File: config.mk
export PLATFORM = sky130hd
export DESIGN_NAME = class_d_pwm_mode_control
export DESIGN_NICKNAME = d
export VERILOG_FILES = /design/src/design/pwm_mode_pkg.sv /design/src/design/class_d_pwm_mode_control.sv
export SDC_FILE = /design/constraint.sdc
export NUM_CORES = 2
export LEC_CHECK = 0
export BUFFER_PORTS_ARGS = -buffer_cell sky130_fd_sc_hd__clkbuf_2
export CORE_MARGIN = 3
export CORE_UTILIZATION = 40
export DETAILED_ROUTE_END_ITERATION = 8
export PLACE_DENSITY = 0.59
export SETUP_SLACK_MARGIN = 0.4
export SLEW_MARGIN = 15
export SYNTH_ARGS = -nofsm -noshare
export SYNTH_HDL_FRONTEND = slang
export SYNTH_SLANG_ARGS = --single-unit
File: constraint.sdc
create_clock -name CLK_SYS -period 18 [get_ports CLK_SYS]
set_clock_uncertainty 0.15 [all_clocks]
set_input_delay 3.6 -clock CLK_SYS [delete_from_list [all_inputs] [get_ports CLK_SYS]]
set_output_delay 3.6 -clock CLK_SYS [all_outputs]
set_load 0.05 [all_outputs]
File: src/design/pwm_mode_pkg.sv
// constants and types for the class-d pwm mode control block
package pwm_mode_pkg;

  // ----------------------------------------------------------------
  // register offsets
  // ----------------------------------------------------------------
  localparam logic [7:0] ADDR_SWITCHING = 8'h02;
  localparam logic [7:0] ADDR_POWER = 8'h03;
  localparam logic [7:0] ADDR_CH_SHIFT = 8'h53;
  localparam logic [7:0] ADDR_AGAIN = 8'h54;
  localparam logic [7:0] ADDR_PHASE_SEL = 8'h6A;
  localparam logic [7:0] ADDR_SS_ENABLE = 8'h6B;
  localparam logic [7:0] ADDR_SS_PROFILE = 8'h6C;
  localparam logic [7:0] ADDR_CLOCK_ERR = 8'h71;

  // ----------------------------------------------------------------
  // reset values
  // ----------------------------------------------------------------
  localparam logic [1:0] RST_MOD = 2'h0;
  localparam logic [1:0] RST_POWER = 2'h0;
  localparam logic RST_CH_SHIFT = 1'b0;
  localparam logic [4:0] RST_AGAIN = 5'h00;
  localparam logic [3:0] RST_PHASE_SEL = 4'h0;
  localparam logic [1:0] RST_SS_ENABLE = 2'h0;
  localparam logic [2:0] RST_SS_PROFILE = 3'h0;

  // ----------------------------------------------------------------
  // field positions
  // ----------------------------------------------------------------
  localparam int SS_EN_BIT = 0;
  localparam int SS_TRI_BIT = 1;
  localparam int PROF_FAST_BIT = 2;
  localparam logic [1:0] PHASE_SYNC_ON = 2'h3;

  // ----------------------------------------------------------------
  // timing
  // ----------------------------------------------------------------
  localparam int CLK_FREQ_KHZ = 20000;
  localparam int SWITCH_FREQ_KHZ = 384;
  localparam int TRI_SLOW_KHZ = 24;
  localparam int TRI_FAST_KHZ = 48;
  localparam int BASE_PERIOD = CLK_FREQ_KHZ / SWITCH_FREQ_KHZ;
  localparam int TRI_SLOW_PERIODS = SWITCH_FREQ_KHZ / TRI_SLOW_KHZ;
  localparam int TRI_FAST_PERIODS = SWITCH_FREQ_KHZ / TRI_FAST_KHZ;
  localparam int PHASE_STEP = BASE_PERIOD / 8;
  localparam int IDLE_PCT = 17;
  localparam int SS_PCT0 = 5;
  localparam int SS_PCT1 = 10;
  localparam int SS_PCT2 = 20;
  localparam int SS_PCT3 = 25;
  localparam logic [8:0] GAIN_UNITY = 9'h100;
  localparam logic [9:0] FOLD_TICK_BASE = 10'h3FF;

  typedef enum logic [1:0] {PS_DEEP_SLEEP, PS_SLEEP, PS_HIZ, PS_PLAY} power_state_t;
  typedef enum logic [1:0] {MOD_BD, MOD_SINGLE_SIDE, MOD_HYBRID, MOD_SPARE} modulation_t;

endpackage : pwm_mode_pkg

File: src/design/class_d_pwm_mode_control.sv
// pwm mode, power state, spread spectrum, phase and foldback control for a class-d stage
// Summary of operation
// - state 00: deep sleep, analog regulator off, core and register port on.
// - state 01: sleep, regulators on, no audio output.
// - state 10: only output drivers released to high impedance.
// - state 11: play, pwm pairs driven.
// - writing 11 alone resumes play from sleep or high impedance.
// - power-down pin low disables regulators and restores register defaults.
// - digital boost and volume stay at 0 dB whatever the analog gain.
// - five-bit analog gain code, 0.5 dB steps, 00000 full scale to 11111.
// - two-bit modulation select picks BD, single-side or hybrid.
// - BD: pair in phase at idle, duties split around half with signal.
// - single-side: idle near 17 percent, falling output rails, rising one modulates.
// - hybrid: duty follows signal level and configured supply value.
// - spread spectrum enabled with triangle in one register, profile in another.
// - profile codes 0-3 slow triangle, 4-7 fast; range 5,10,20,25 percent.
// - bit 0 of channel shift register gives 180 degree offset between channels.
// - phase select codes 03,07,0B,0F give 45 degree steps between devices.
// - host stops clock, sets phase, enters high impedance; device syncs on restart.
// - over-temperature warning ramps digital gain down, then back up when cleared.
// - parallel bridged: both pairs driven from the left sample.
// - bridged stereo: left drives pair A, right drives pair B.
// - stereo samples become two complementary pwm pairs.
// - halted audio clock forces high impedance and flags error; recovers by itself.
`timescale 1ns/1ps
module class_d_pwm_mode_control #(
  parameter int SAMPLE_W = 16
) (
  input wire logic CLK_SYS,
  input wire logic ARST_N,
  input wire logic [7:0] REG_ADDR,
  input wire logic [7:0] REG_WDATA,
  input wire logic REG_WE,
  input wire logic REG_RE,
  output logic [7:0] REG_RDATA,
  input wire logic SAMPLE_VALID,
  input wire logic signed [SAMPLE_W-1:0] SAMPLE_LEFT,
  input wire logic signed [SAMPLE_W-1:0] SAMPLE_RIGHT,
  input wire logic PARALLEL_MODE,
  input wire logic CLOCK_OK,
  input wire logic OVER_TEMP_WARN,
  input wire logic [7:0] FOLDBACK_LIMIT,
  input wire logic [1:0] FOLDBACK_ATTACK,
  input wire logic [1:0] FOLDBACK_RELEASE,
  input wire logic [7:0] SUPPLY_LEVEL,
  output logic [1:0] PAIR_POSITIVE_OUTPUT,
  output logic [1:0] PAIR_NEGATIVE_OUTPUT,
  output logic OUT_EN,
  output logic CLOCK_ERROR,
  output logic CORE_REG_EN,
  output logic ANALOG_REG_EN,
  output logic [4:0] ANALOG_GAIN,
  output logic [8:0] DIGITAL_GAIN,
  output logic [7:0] PWM_PERIOD
);
  import pwm_mode_pkg::*;

  initial begin
    if (SAMPLE_W < 8 || SAMPLE_W > 24) begin
      $error("SAMPLE_W must lie between 8 and 24");
    end
  end

  // ----------------------------------------------------------------
  // register file
  // ----------------------------------------------------------------
  logic [1:0] mod_r;
  logic [1:0] power_r;
  logic ch_shift_r;
  logic [4:0] again_r;
  logic [3:0] phase_sel_r;
  logic [1:0] ss_en_r;
  logic [2:0] ss_prof_r;
  logic [7:0] rdata_r;
  logic clk_ok_r;
  logic core_on_r;

  wire wr_mod = REG_WE && REG_ADDR == ADDR_SWITCHING;
  wire wr_power = REG_WE && REG_ADDR == ADDR_POWER;
  wire wr_shift = REG_WE && REG_ADDR == ADDR_CH_SHIFT;
  wire wr_again = REG_WE && REG_ADDR == ADDR_AGAIN;
  wire wr_phase = REG_WE && REG_ADDR == ADDR_PHASE_SEL;
  wire wr_ss_en = REG_WE && REG_ADDR == ADDR_SS_ENABLE;
  wire wr_ss_prof = REG_WE && REG_ADDR == ADDR_SS_PROFILE;

  // reserved bits read as zero, unmapped offsets read as zero
  wire [7:0] rd_mux =
    (REG_ADDR == ADDR_SWITCHING) ? {6'h00, mod_r} :
    (REG_ADDR == ADDR_POWER) ? {6'h00, power_r} :
    (REG_ADDR == ADDR_CH_SHIFT) ? {7'h00, ch_shift_r} :
    (REG_ADDR == ADDR_AGAIN) ? {3'h0, again_r} :
    (REG_ADDR == ADDR_PHASE_SEL) ? {4'h0, phase_sel_r} :
    (REG_ADDR == ADDR_SS_ENABLE) ? {6'h00, ss_en_r} :
    (REG_ADDR == ADDR_SS_PROFILE) ? {5'h00, ss_prof_r} :
    (REG_ADDR == ADDR_CLOCK_ERR) ? {7'h00, ~clk_ok_r} : 8'h00;

  always_ff @(posedge CLK_SYS or negedge ARST_N) begin
    if (!ARST_N) begin
      mod_r <= RST_MOD;
      power_r <= RST_POWER;
      ch_shift_r <= RST_CH_SHIFT;
      again_r <= RST_AGAIN;
      phase_sel_r <= RST_PHASE_SEL;
      ss_en_r <= RST_SS_ENABLE;
      ss_prof_r <= RST_SS_PROFILE;
      rdata_r <= 8'h00;
    end else begin
      if (wr_mod) mod_r <= REG_WDATA[1:0];
      // only the state field is needed to resume
      if (wr_power) power_r <= REG_WDATA[1:0];
      if (wr_shift) ch_shift_r <= REG_WDATA[0];
      if (wr_again) again_r <= REG_WDATA[4:0];
      if (wr_phase) phase_sel_r <= REG_WDATA[3:0];
      if (wr_ss_en) ss_en_r <= REG_WDATA[1:0];
      if (wr_ss_prof) ss_prof_r <= REG_WDATA[2:0];
      if (REG_RE) rdata_r <= rd_mux;
    end
  end

  assign REG_RDATA = rdata_r;
  // code passed straight to the analog gain stage
  assign ANALOG_GAIN = again_r;

  // ----------------------------------------------------------------
  // regulators and clock supervision
  // ----------------------------------------------------------------
  always_ff @(posedge CLK_SYS or negedge ARST_N) begin
    if (!ARST_N) begin
      core_on_r <= 1'b0;
      clk_ok_r <= 1'b0;
    end else begin
      core_on_r <= 1'b1;
      clk_ok_r <= CLOCK_OK;
    end
  end

  // first cycle with a running clock after a halt or after reset
  wire clk_recover = CLOCK_OK && !clk_ok_r;

  // analog regulator off only in deep sleep
  assign CORE_REG_EN = core_on_r;
  assign ANALOG_REG_EN = core_on_r && power_r != PS_DEEP_SLEEP;
  // clock error flag follows the clock monitor
  assign CLOCK_ERROR = core_on_r && !clk_ok_r;

  // ----------------------------------------------------------------
  // pwm period and spread spectrum
  // ----------------------------------------------------------------
  function automatic logic [7:0] spread_dev(input logic [1:0] code);
    int pct;
    pct = (code == 2'h0) ? SS_PCT0 : (code == 2'h1) ? SS_PCT1 :
          (code == 2'h2) ? SS_PCT2 : SS_PCT3;
    return 8'((BASE_PERIOD * pct) / 200);
  endfunction : spread_dev

  logic [7:0] cnt_r;
  logic [7:0] period_r;
  logic [3:0] tri_ph_r;
  power_state_t eff_state_r;
  modulation_t eff_mod_r;
  logic eff_shift_r;

  wire wrap = cnt_r >= period_r - 8'h01;
  // both enable and triangle bits are needed
  wire ss_on = ss_en_r[SS_EN_BIT] && ss_en_r[SS_TRI_BIT];
  // fast triangle for codes 4 to 7
  wire prof_fast = ss_prof_r[PROF_FAST_BIT];
  wire [3:0] tri_last = prof_fast ? 4'(TRI_FAST_PERIODS - 1) : 4'(TRI_SLOW_PERIODS - 1);
  wire [3:0] tri_half = prof_fast ? 4'(TRI_FAST_PERIODS / 2) : 4'(TRI_SLOW_PERIODS / 2);
  // a profile change can leave the phase past the new end; ramp from zero then
  wire [3:0] ramp = (tri_ph_r > tri_last) ? 4'h0 :
    (tri_ph_r < tri_half) ? tri_ph_r : 4'(tri_last + 4'h1 - tri_ph_r);
  wire [7:0] dev = spread_dev(ss_prof_r[1:0]);
  wire [15:0] tri_prod = 16'({dev, 1'b0} * ramp);
  wire [7:0] tri_ofs = prof_fast ? 8'(tri_prod >> 2) : 8'(tri_prod >> 3);
  wire [7:0] period_nxt = ss_on ? 8'(8'(BASE_PERIOD) - dev + tri_ofs) : 8'(BASE_PERIOD);
  // 45 degree step per phase index when sync is on
  wire sync_on = phase_sel_r[1:0] == PHASE_SYNC_ON;
  wire [7:0] phase_ofs = sync_on ? 8'(phase_sel_r[3:2] * PHASE_STEP) : 8'h00;

  always_ff @(posedge CLK_SYS or negedge ARST_N) begin
    if (!ARST_N) begin
      cnt_r <= 8'h00;
      period_r <= 8'(BASE_PERIOD);
      tri_ph_r <= 4'h0;
    end else if (clk_recover) begin
      // restart aligned to the selected phase
      cnt_r <= phase_ofs;
      tri_ph_r <= 4'h0;
    end else if (wrap) begin
      cnt_r <= 8'h00;
      period_r <= period_nxt;
      tri_ph_r <= (tri_ph_r >= tri_last) ? 4'h0 : tri_ph_r + 4'h1;
    end else begin
      cnt_r <= cnt_r + 8'h01;
    end
  end

  assign PWM_PERIOD = period_r;

  // settings take effect at a period boundary
  always_ff @(posedge CLK_SYS or negedge ARST_N) begin
    if (!ARST_N) begin
      eff_state_r <= PS_DEEP_SLEEP;
      eff_mod_r <= MOD_BD;
      eff_shift_r <= 1'b0;
    end else if (wrap) begin
      eff_state_r <= power_state_t'(power_r);
      eff_mod_r <= modulation_t'(mod_r);
      eff_shift_r <= ch_shift_r;
    end
  end

  // drivers enabled only in play with a clock
  assign OUT_EN = eff_state_r == PS_PLAY && clk_ok_r;

  // ----------------------------------------------------------------
  // thermal foldback gain
  // ----------------------------------------------------------------
  logic [8:0] gain_r;
  logic [11:0] fold_cnt_r;
  // one gain step per tick; the attack or release code stretches the tick
  wire [1:0] fold_sel = OVER_TEMP_WARN ? FOLDBACK_ATTACK : FOLDBACK_RELEASE;
  wire fold_tick = fold_cnt_r >= {fold_sel, FOLD_TICK_BASE};
  wire [8:0] gain_floor = {1'b0, FOLDBACK_LIMIT};

  // ramp down on warning, back to unity afterwards
  always_ff @(posedge CLK_SYS or negedge ARST_N) begin
    if (!ARST_N) begin
      gain_r <= GAIN_UNITY;
      fold_cnt_r <= 12'h000;
    end else begin
      fold_cnt_r <= fold_tick ? 12'h000 : fold_cnt_r + 12'h001;
      if (fold_tick && OVER_TEMP_WARN && gain_r > gain_floor) gain_r <= gain_r - 9'h001;
      else if (fold_tick && !OVER_TEMP_WARN && gain_r < GAIN_UNITY) gain_r <= gain_r + 9'h001;
    end
  end

  // unity is 0 dB; no boost applied for any analog code
  assign DIGITAL_GAIN = gain_r;

  // ----------------------------------------------------------------
  // per-channel duty and pwm compare
  // ----------------------------------------------------------------
  logic signed [SAMPLE_W-1:0] smp_r [2];
  wire [7:0] half = period_r >> 1;
  wire [7:0] idle_ss = 8'((period_r * IDLE_PCT) / 100);

  for (genvar ch = 0; ch < 2; ch++) begin : g_ch
    logic [7:0] duty_p_r;
    logic [7:0] duty_n_r;
    logic [7:0] duty_p;
    logic [7:0] duty_n;
    logic signed [SAMPLE_W+9:0] scaled;
    logic signed [8:0] d;
    logic [7:0] mag;
    logic [7:0] idle;
    logic [7:0] ch_cnt;
    logic [8:0] cnt_sum;

    // pair B takes left in parallel mode, right otherwise
    always_ff @(posedge CLK_SYS or negedge ARST_N) begin
      if (!ARST_N) smp_r[ch] <= '0;
      else if (SAMPLE_VALID) smp_r[ch] <= (ch == 0 || PARALLEL_MODE) ? SAMPLE_LEFT : SAMPLE_RIGHT;
    end

    assign scaled = (SAMPLE_W+10)'((smp_r[ch] * $signed({1'b0, gain_r})) >>> 8);
    assign d = 9'((scaled * $signed({1'b0, half})) >>> (SAMPLE_W - 1));
    assign mag = d[8] ? 8'(-d) : 8'(d);
    // hybrid idle shrinks with supply and grows with signal level
    assign idle = (eff_mod_r == MOD_HYBRID) ?
      8'((16'(idle_ss) * (9'h100 - {1'b0, SUPPLY_LEVEL})) >> 8) + (mag >> 1) : idle_ss;

    always_comb begin
      duty_p = half;
      duty_n = half;
      unique case (eff_mod_r)
        // in phase at idle, split around half
        MOD_BD, MOD_SPARE: begin
          duty_p = 8'(half + 8'(d));
          duty_n = 8'(half - 8'(d));
        end
        // falling side rails, rising side carries signal
        MOD_SINGLE_SIDE, MOD_HYBRID: begin
          if (!d[8]) begin
            duty_p = (idle + mag > period_r) ? period_r : idle + mag;
            duty_n = (idle > mag) ? idle - mag : 8'h00;
          end else begin
            duty_n = (idle + mag > period_r) ? period_r : idle + mag;
            duty_p = (idle > mag) ? idle - mag : 8'h00;
          end
        end
      endcase
    end

    // pair B counts half a period later when the shift is on
    assign cnt_sum = {1'b0, cnt_r} + ((ch == 1 && eff_shift_r) ? {1'b0, half} : 9'h000);
    assign ch_cnt = (cnt_sum >= {1'b0, period_r}) ? 8'(cnt_sum - {1'b0, period_r}) : 8'(cnt_sum);

    // duties latched per period, outputs compared each cycle
    always_ff @(posedge CLK_SYS or negedge ARST_N) begin
      if (!ARST_N) begin
        duty_p_r <= 8'h00;
        duty_n_r <= 8'h00;
        PAIR_POSITIVE_OUTPUT[ch] <= 1'b0;
        PAIR_NEGATIVE_OUTPUT[ch] <= 1'b0;
      end else begin
        if (wrap) begin
          duty_p_r <= duty_p;
          duty_n_r <= duty_n;
        end
        PAIR_POSITIVE_OUTPUT[ch] <= OUT_EN && ch_cnt < duty_p_r;
        PAIR_NEGATIVE_OUTPUT[ch] <= OUT_EN && ch_cnt < duty_n_r;
      end
    end

    bd_idle_phase_a: assert property (@(posedge CLK_SYS) disable iff (!ARST_N)
      eff_mod_r == MOD_BD && d == 9'sh000 |-> duty_p == duty_n)
      else $error("bd idle duties differ");
  end

  // ----------------------------------------------------------------
  // checks
  // ----------------------------------------------------------------
  deep_sleep_regs_a: assert property (@(posedge CLK_SYS) disable iff (!ARST_N)
    $past(ARST_N) && power_r == PS_DEEP_SLEEP |-> !ANALOG_REG_EN && CORE_REG_EN)
    else $error("deep sleep regulators wrong");

  non_play_hiz_a: assert property (@(posedge CLK_SYS) disable iff (!ARST_N)
    eff_state_r != PS_PLAY |=> PAIR_POSITIVE_OUTPUT == 2'b00 && PAIR_NEGATIVE_OUTPUT == 2'b00)
    else $error("outputs switching outside play");

  play_resume_a: assert property (@(posedge CLK_SYS) disable iff (!ARST_N)
    wrap && power_r == PS_PLAY && CLOCK_OK |=> OUT_EN)
    else $error("play not resumed at boundary");

  clock_halt_a: assert property (@(posedge CLK_SYS) disable iff (!ARST_N)
    !CLOCK_OK |=> CLOCK_ERROR && !OUT_EN)
    else $error("halted clock not flagged");

  boundary_only_a: assert property (@(posedge CLK_SYS) disable iff (!ARST_N)
    !$stable(eff_mod_r) || !$stable(eff_state_r) |-> $past(wrap))
    else $error("setting changed mid period");

  spread_bounds_a: assert property (@(posedge CLK_SYS) disable iff (!ARST_N)
    wrap && ss_on |=> period_r >= 8'(BASE_PERIOD) - $past(dev) &&
      period_r <= 8'(BASE_PERIOD) + $past(dev))
    else $error("spread period out of range");

  phase_restart_a: assert property (@(posedge CLK_SYS) disable iff (!ARST_N)
    clk_recover |=> cnt_r == $past(phase_ofs))
    else $error("phase offset not loaded");

  foldback_down_a: assert property (@(posedge CLK_SYS) disable iff (!ARST_N)
    fold_tick && OVER_TEMP_WARN && gain_r > gain_floor |=> gain_r == $past(gain_r) - 9'h001)
    else $error("foldback did not attenuate");

  gain_ceiling_a: assert property (@(posedge CLK_SYS) disable iff (!ARST_N)
    gain_r <= GAIN_UNITY)
    else $error("digital gain above 0 dB");

  parallel_left_a: assert property (@(posedge CLK_SYS) disable iff (!ARST_N)
    SAMPLE_VALID && PARALLEL_MODE |=> smp_r[1] == smp_r[0])
    else $error("parallel pair not from left");

  reg_state_write_a: assert property (@(posedge CLK_SYS) disable iff (!ARST_N)
    wr_power |=> power_r == $past(REG_WDATA[1:0]))
    else $error("state write lost");

endmodule : class_d_pwm_mode_control

==> results.sh <==
export IMPL_cts_tree="built"
export IMPL_yosysTopAreaCell="fa_1"
export IMPL_yosys_area_share_simple=0.176
export IMPL_n_fill_cell=8585
export IMPL_cap_violations=0
export IMPL_worstRegToRegCells=67
export IMPL_dieWidth_um=301
export IMPL_wire_per_inst_um=16.4
export IMPL_yosys_area_top_type_share=0.275
export IMPL_final_period_utilization=0.901
export IMPL_ctsLongestPathBuffers=2
export IMPL_syn_area_per_cell_um2=8.66
export IMPL_grt_use_total=0.198
export IMPL_synth_cell_types=101
export IMPL_totalWireLength_um=85400
export IMPL_worstHoldStart="eff_state_r[0]"
export IMPL_dpl_worst_slack_ns=1.38
export IMPL_synth_warnings=0
export IMPL_grt_pass1_wl_um=144000
export IMPL_critPathLaunchType="flop"
export IMPL_synth_area_leaders="fa_1, ha_1, dfrtp_1, inv_1, and2_1"
export IMPL_place_congestion=0.865
export IMPL_synth_compound_area_frac=0.107
export IMPL_synth_commonest_cells="inv_1, fa_1, ha_1"
export IMPL_critPathMaxFanout=29
export IMPL_worstHoldEndpoint="eff_state_r[0]"
export IMPL_post_dp_cell_area_um2=36500
export IMPL_ant_nets=0
export IMPL_syn_area_um2=34800
export IMPL_multi_input_area_um2=28200
export IMPL_antenna_diode_count=0
export IMPL_ys_seq_area_frac=0.101
export IMPL_ys_flop_type="dfrtp_1"
export IMPL_synth_adder_area_share=0.436
export IMPL_drive_above_1_share=0.0707
export IMPL_grt_pass1_vias=27300
export IMPL_required_ns=18.23
export IMPL_drt_first_pass_iters=5
export IMPL_status="finished clean"
export IMPL_r2r_start="DIGITAL_GAIN[1]"
export IMPL_synth_mux_area_frac=0.0323
export IMPL_synthXorXnorAreaFrac=0.0563
export IMPL_yosysMostFrequentCell="inv_1"
export IMPL_numCtsBuffers=17
export IMPL_synth_top_family_by_area="adder cells"
export IMPL_seqCellArea_um2=3510
export IMPL_ff2ff_setup_slack_ns=1.79
export IMPL_rsz0062_at_grt="no"
export IMPL_syn2layout_area_growth_pct=6.86
export IMPL_critPathMaxStageDelay_ns=0.67
export IMPL_hold_depth=2
export IMPL_dp_cells=5170
export IMPL_setup_viol=0
export IMPL_htreeDepth=4
export IMPL_io_buffers=107
export IMPL_root_buffer="clkbuf_16"
export IMPL_antenna_found_initial=2
export IMPL_drc=0
export IMPL_hp_class="flop to flop"
export IMPL_clkSinkCount=140
export IMPL_final_nets=5045
export IMPL_synth_edf_count=0
export IMPL_tightest_slew_ns=1.02
export IMPL_top_level_ports=114
export IMPL_fin_crit_ns=16.21
export IMPL_via_per_inst=5.07
export IMPL_vias=26400
export IMPL_fin_cells=5202
export IMPL_hold_viol_final=0
export IMPL_max_freq_mhz=61.7
export IMPL_core_um2=85700
export IMPL_tns_ns=0
export IMPL_critPathSlowestCell="o31ai_1"
export IMPL_path_class="flop to flop"
export IMPL_drv_slew=0
export IMPL_die_h_um=301
export IMPL_dieArea_um2=90600
export IMPL_hpwl_um=67800
export IMPL_grt_max_degree=80
export IMPL_ys_async_sr_fraction=1.00
export IMPL_clock_latency_ns=0.50
export IMPL_grt_overflow=0
export IMPL_cts_repair_resized=0
export IMPL_start_util=0.406
export IMPL_rows=107
export IMPL_yosys_register_bits=140
export IMPL_drt_iter0_markers=1482
export IMPL_synthCells=4019
export IMPL_cp_end_kind="flop"
export IMPL_slew_headroom=0.314
export IMPL_fin_ws_ns=1.79
export IMPL_r2r_end="g_ch[0].duty_p_r[7]"
export IMPL_ctsHoldBuffers=0
export IMPL_clk_pin_slew_ns=0.08
export IMPL_cp_arrival_ns=16.44
export IMPL_cts_setup_buffers=0
export IMPL_final_area_um2=37200
[cells in the final DEF (no fill, tap or decap), types with 6 or more instances in the layout]
cell / Yosys / routed
a211oi_1: 13 / 13
a21boi_0: 6 / 6
a21o_1: 54 / 54
a21oi_1: 171 / 170
a221oi_1: 7 / 7
a22oi_1: 13 / 13
a31oi_1: 14 / 14
and2_1: 358 / 358
and3_1: 23 / 23
buf_4: 4 / 43
clkbuf_16: 0 / 17
clkbuf_2: 0 / 106
dfrtp_1: 136 / 131
fa_1: 478 / 478
ha_1: 446 / 446
inv_1: 688 / 688
mux2_2: 45 / 45
mux2i_1: 55 / 55
nand2_1: 317 / 317
nand2b_1: 31 / 31
nand3_1: 48 / 48
nand4_1: 16 / 16
nor2_1: 245 / 245
nor2b_1: 34 / 34
nor3_1: 70 / 70
nor4_1: 10 / 10
o211ai_1: 12 / 12
o21a_1: 28 / 28
o21ai_0: 117 / 117
o21ai_1: 8 / 8
o21bai_1: 38 / 38
o22ai_1: 13 / 13
o31ai_1: 10 / 10
or2_2: 11 / 11
or3_1: 24 / 24
xnor2_1: 160 / 160
xor2_1: 62 / 60
[worst max-delay path: cells and delay by family, from the launching register on]
family / cells / cell delay [ns]
AO/OA/AOI/OAI: 25 / 4.86
XOR/XNOR: 4 / 1.09
adder cells (fa/ha/maj): 14 / 5.82
buffers and inverters: 10 / 1.56
flip-flops: 1 / 0.64
multiplexers: 1 / 0.35
AND/OR/NAND/NOR: 13 / 1.58
[sequential cells by signal (all words and copies together) (netlist names), 5 cells and up]
signal,cells
smp_r,32
PWM_PERIOD,8
DIGITAL_GAIN,9
g_ch.duty_n_r,16
REG_RDATA,5
g_ch.duty_p_r,16
cnt_r,8
ANALOG_GAIN,5
fold_cnt_r,12
[worst max-delay path by stage]
stage / from / endpoint / slack, ns / depth (start not counted)
3_3_place_gp: DIGITAL_GAIN[2] / g_ch[1].duty_p_r[0] / 1.51 / 57
4_1_cts: DIGITAL_GAIN[2] / g_ch[1].duty_p_r[0] / 1.28 / 59
6_report: DIGITAL_GAIN[1] / g_ch[0].duty_p_r[7] / 1.79 / 67
2_1_floorplan: DIGITAL_GAIN[3] / g_ch[0].duty_p_r[7] / 2.85 / 65
5_1_grt: DIGITAL_GAIN[3] / g_ch[1].duty_p_r[0] / 0.47 / 60
3_5_place_dp: DIGITAL_GAIN[2] / g_ch[1].duty_p_r[0] / 1.38 / 59
[metal layers]
metal / part of all wire / vias to the layer above / global-route usage
li1: - / 12900 / -
met1: 0.47 / 13000 / 0.276
met2: 0.47 / 463 / 0.331
met3: 0.040 / 70 / 0.0240
met4: 0.018 / 0 / 0.0419
met5: 0 / - / 0
[logic make-up after synthesis]
| kind of cell | count (synthesis) |
|---|---|
| and+or+nand+nor | 1214 |
| adders and majority gates | 925 |
| buffers and inverters | 838 |
| AOI/OAI and AO/OA | 573 |
| xor gates and xnor gates | 223 |
| DFF | 140 |
| muxes | 104 |
| other | 2 |
[through the flow]
step	util	hold WS [ns]
after floorplan	-	0.289
after global placement	0.427	0.306
after detailed placement	0.427	0.312
after CTS	0.434	0.331
after global routing	0.434	0.356
final	0.434	0.326
[final cells by class]
type,instances,area share
clock inverters,15,0.00522
well taps,1144,0.0385
repair buffers,150,0.0233
clock buffers,17,0.0114
flip-flops and latches,140,0.0945
multi-input cells,3043,0.757
inverters,693,0.0701
Power is left out: the tool's default activity adds up to more than one toggle a clock period on the data nets, which glitch-free logic cannot reach.
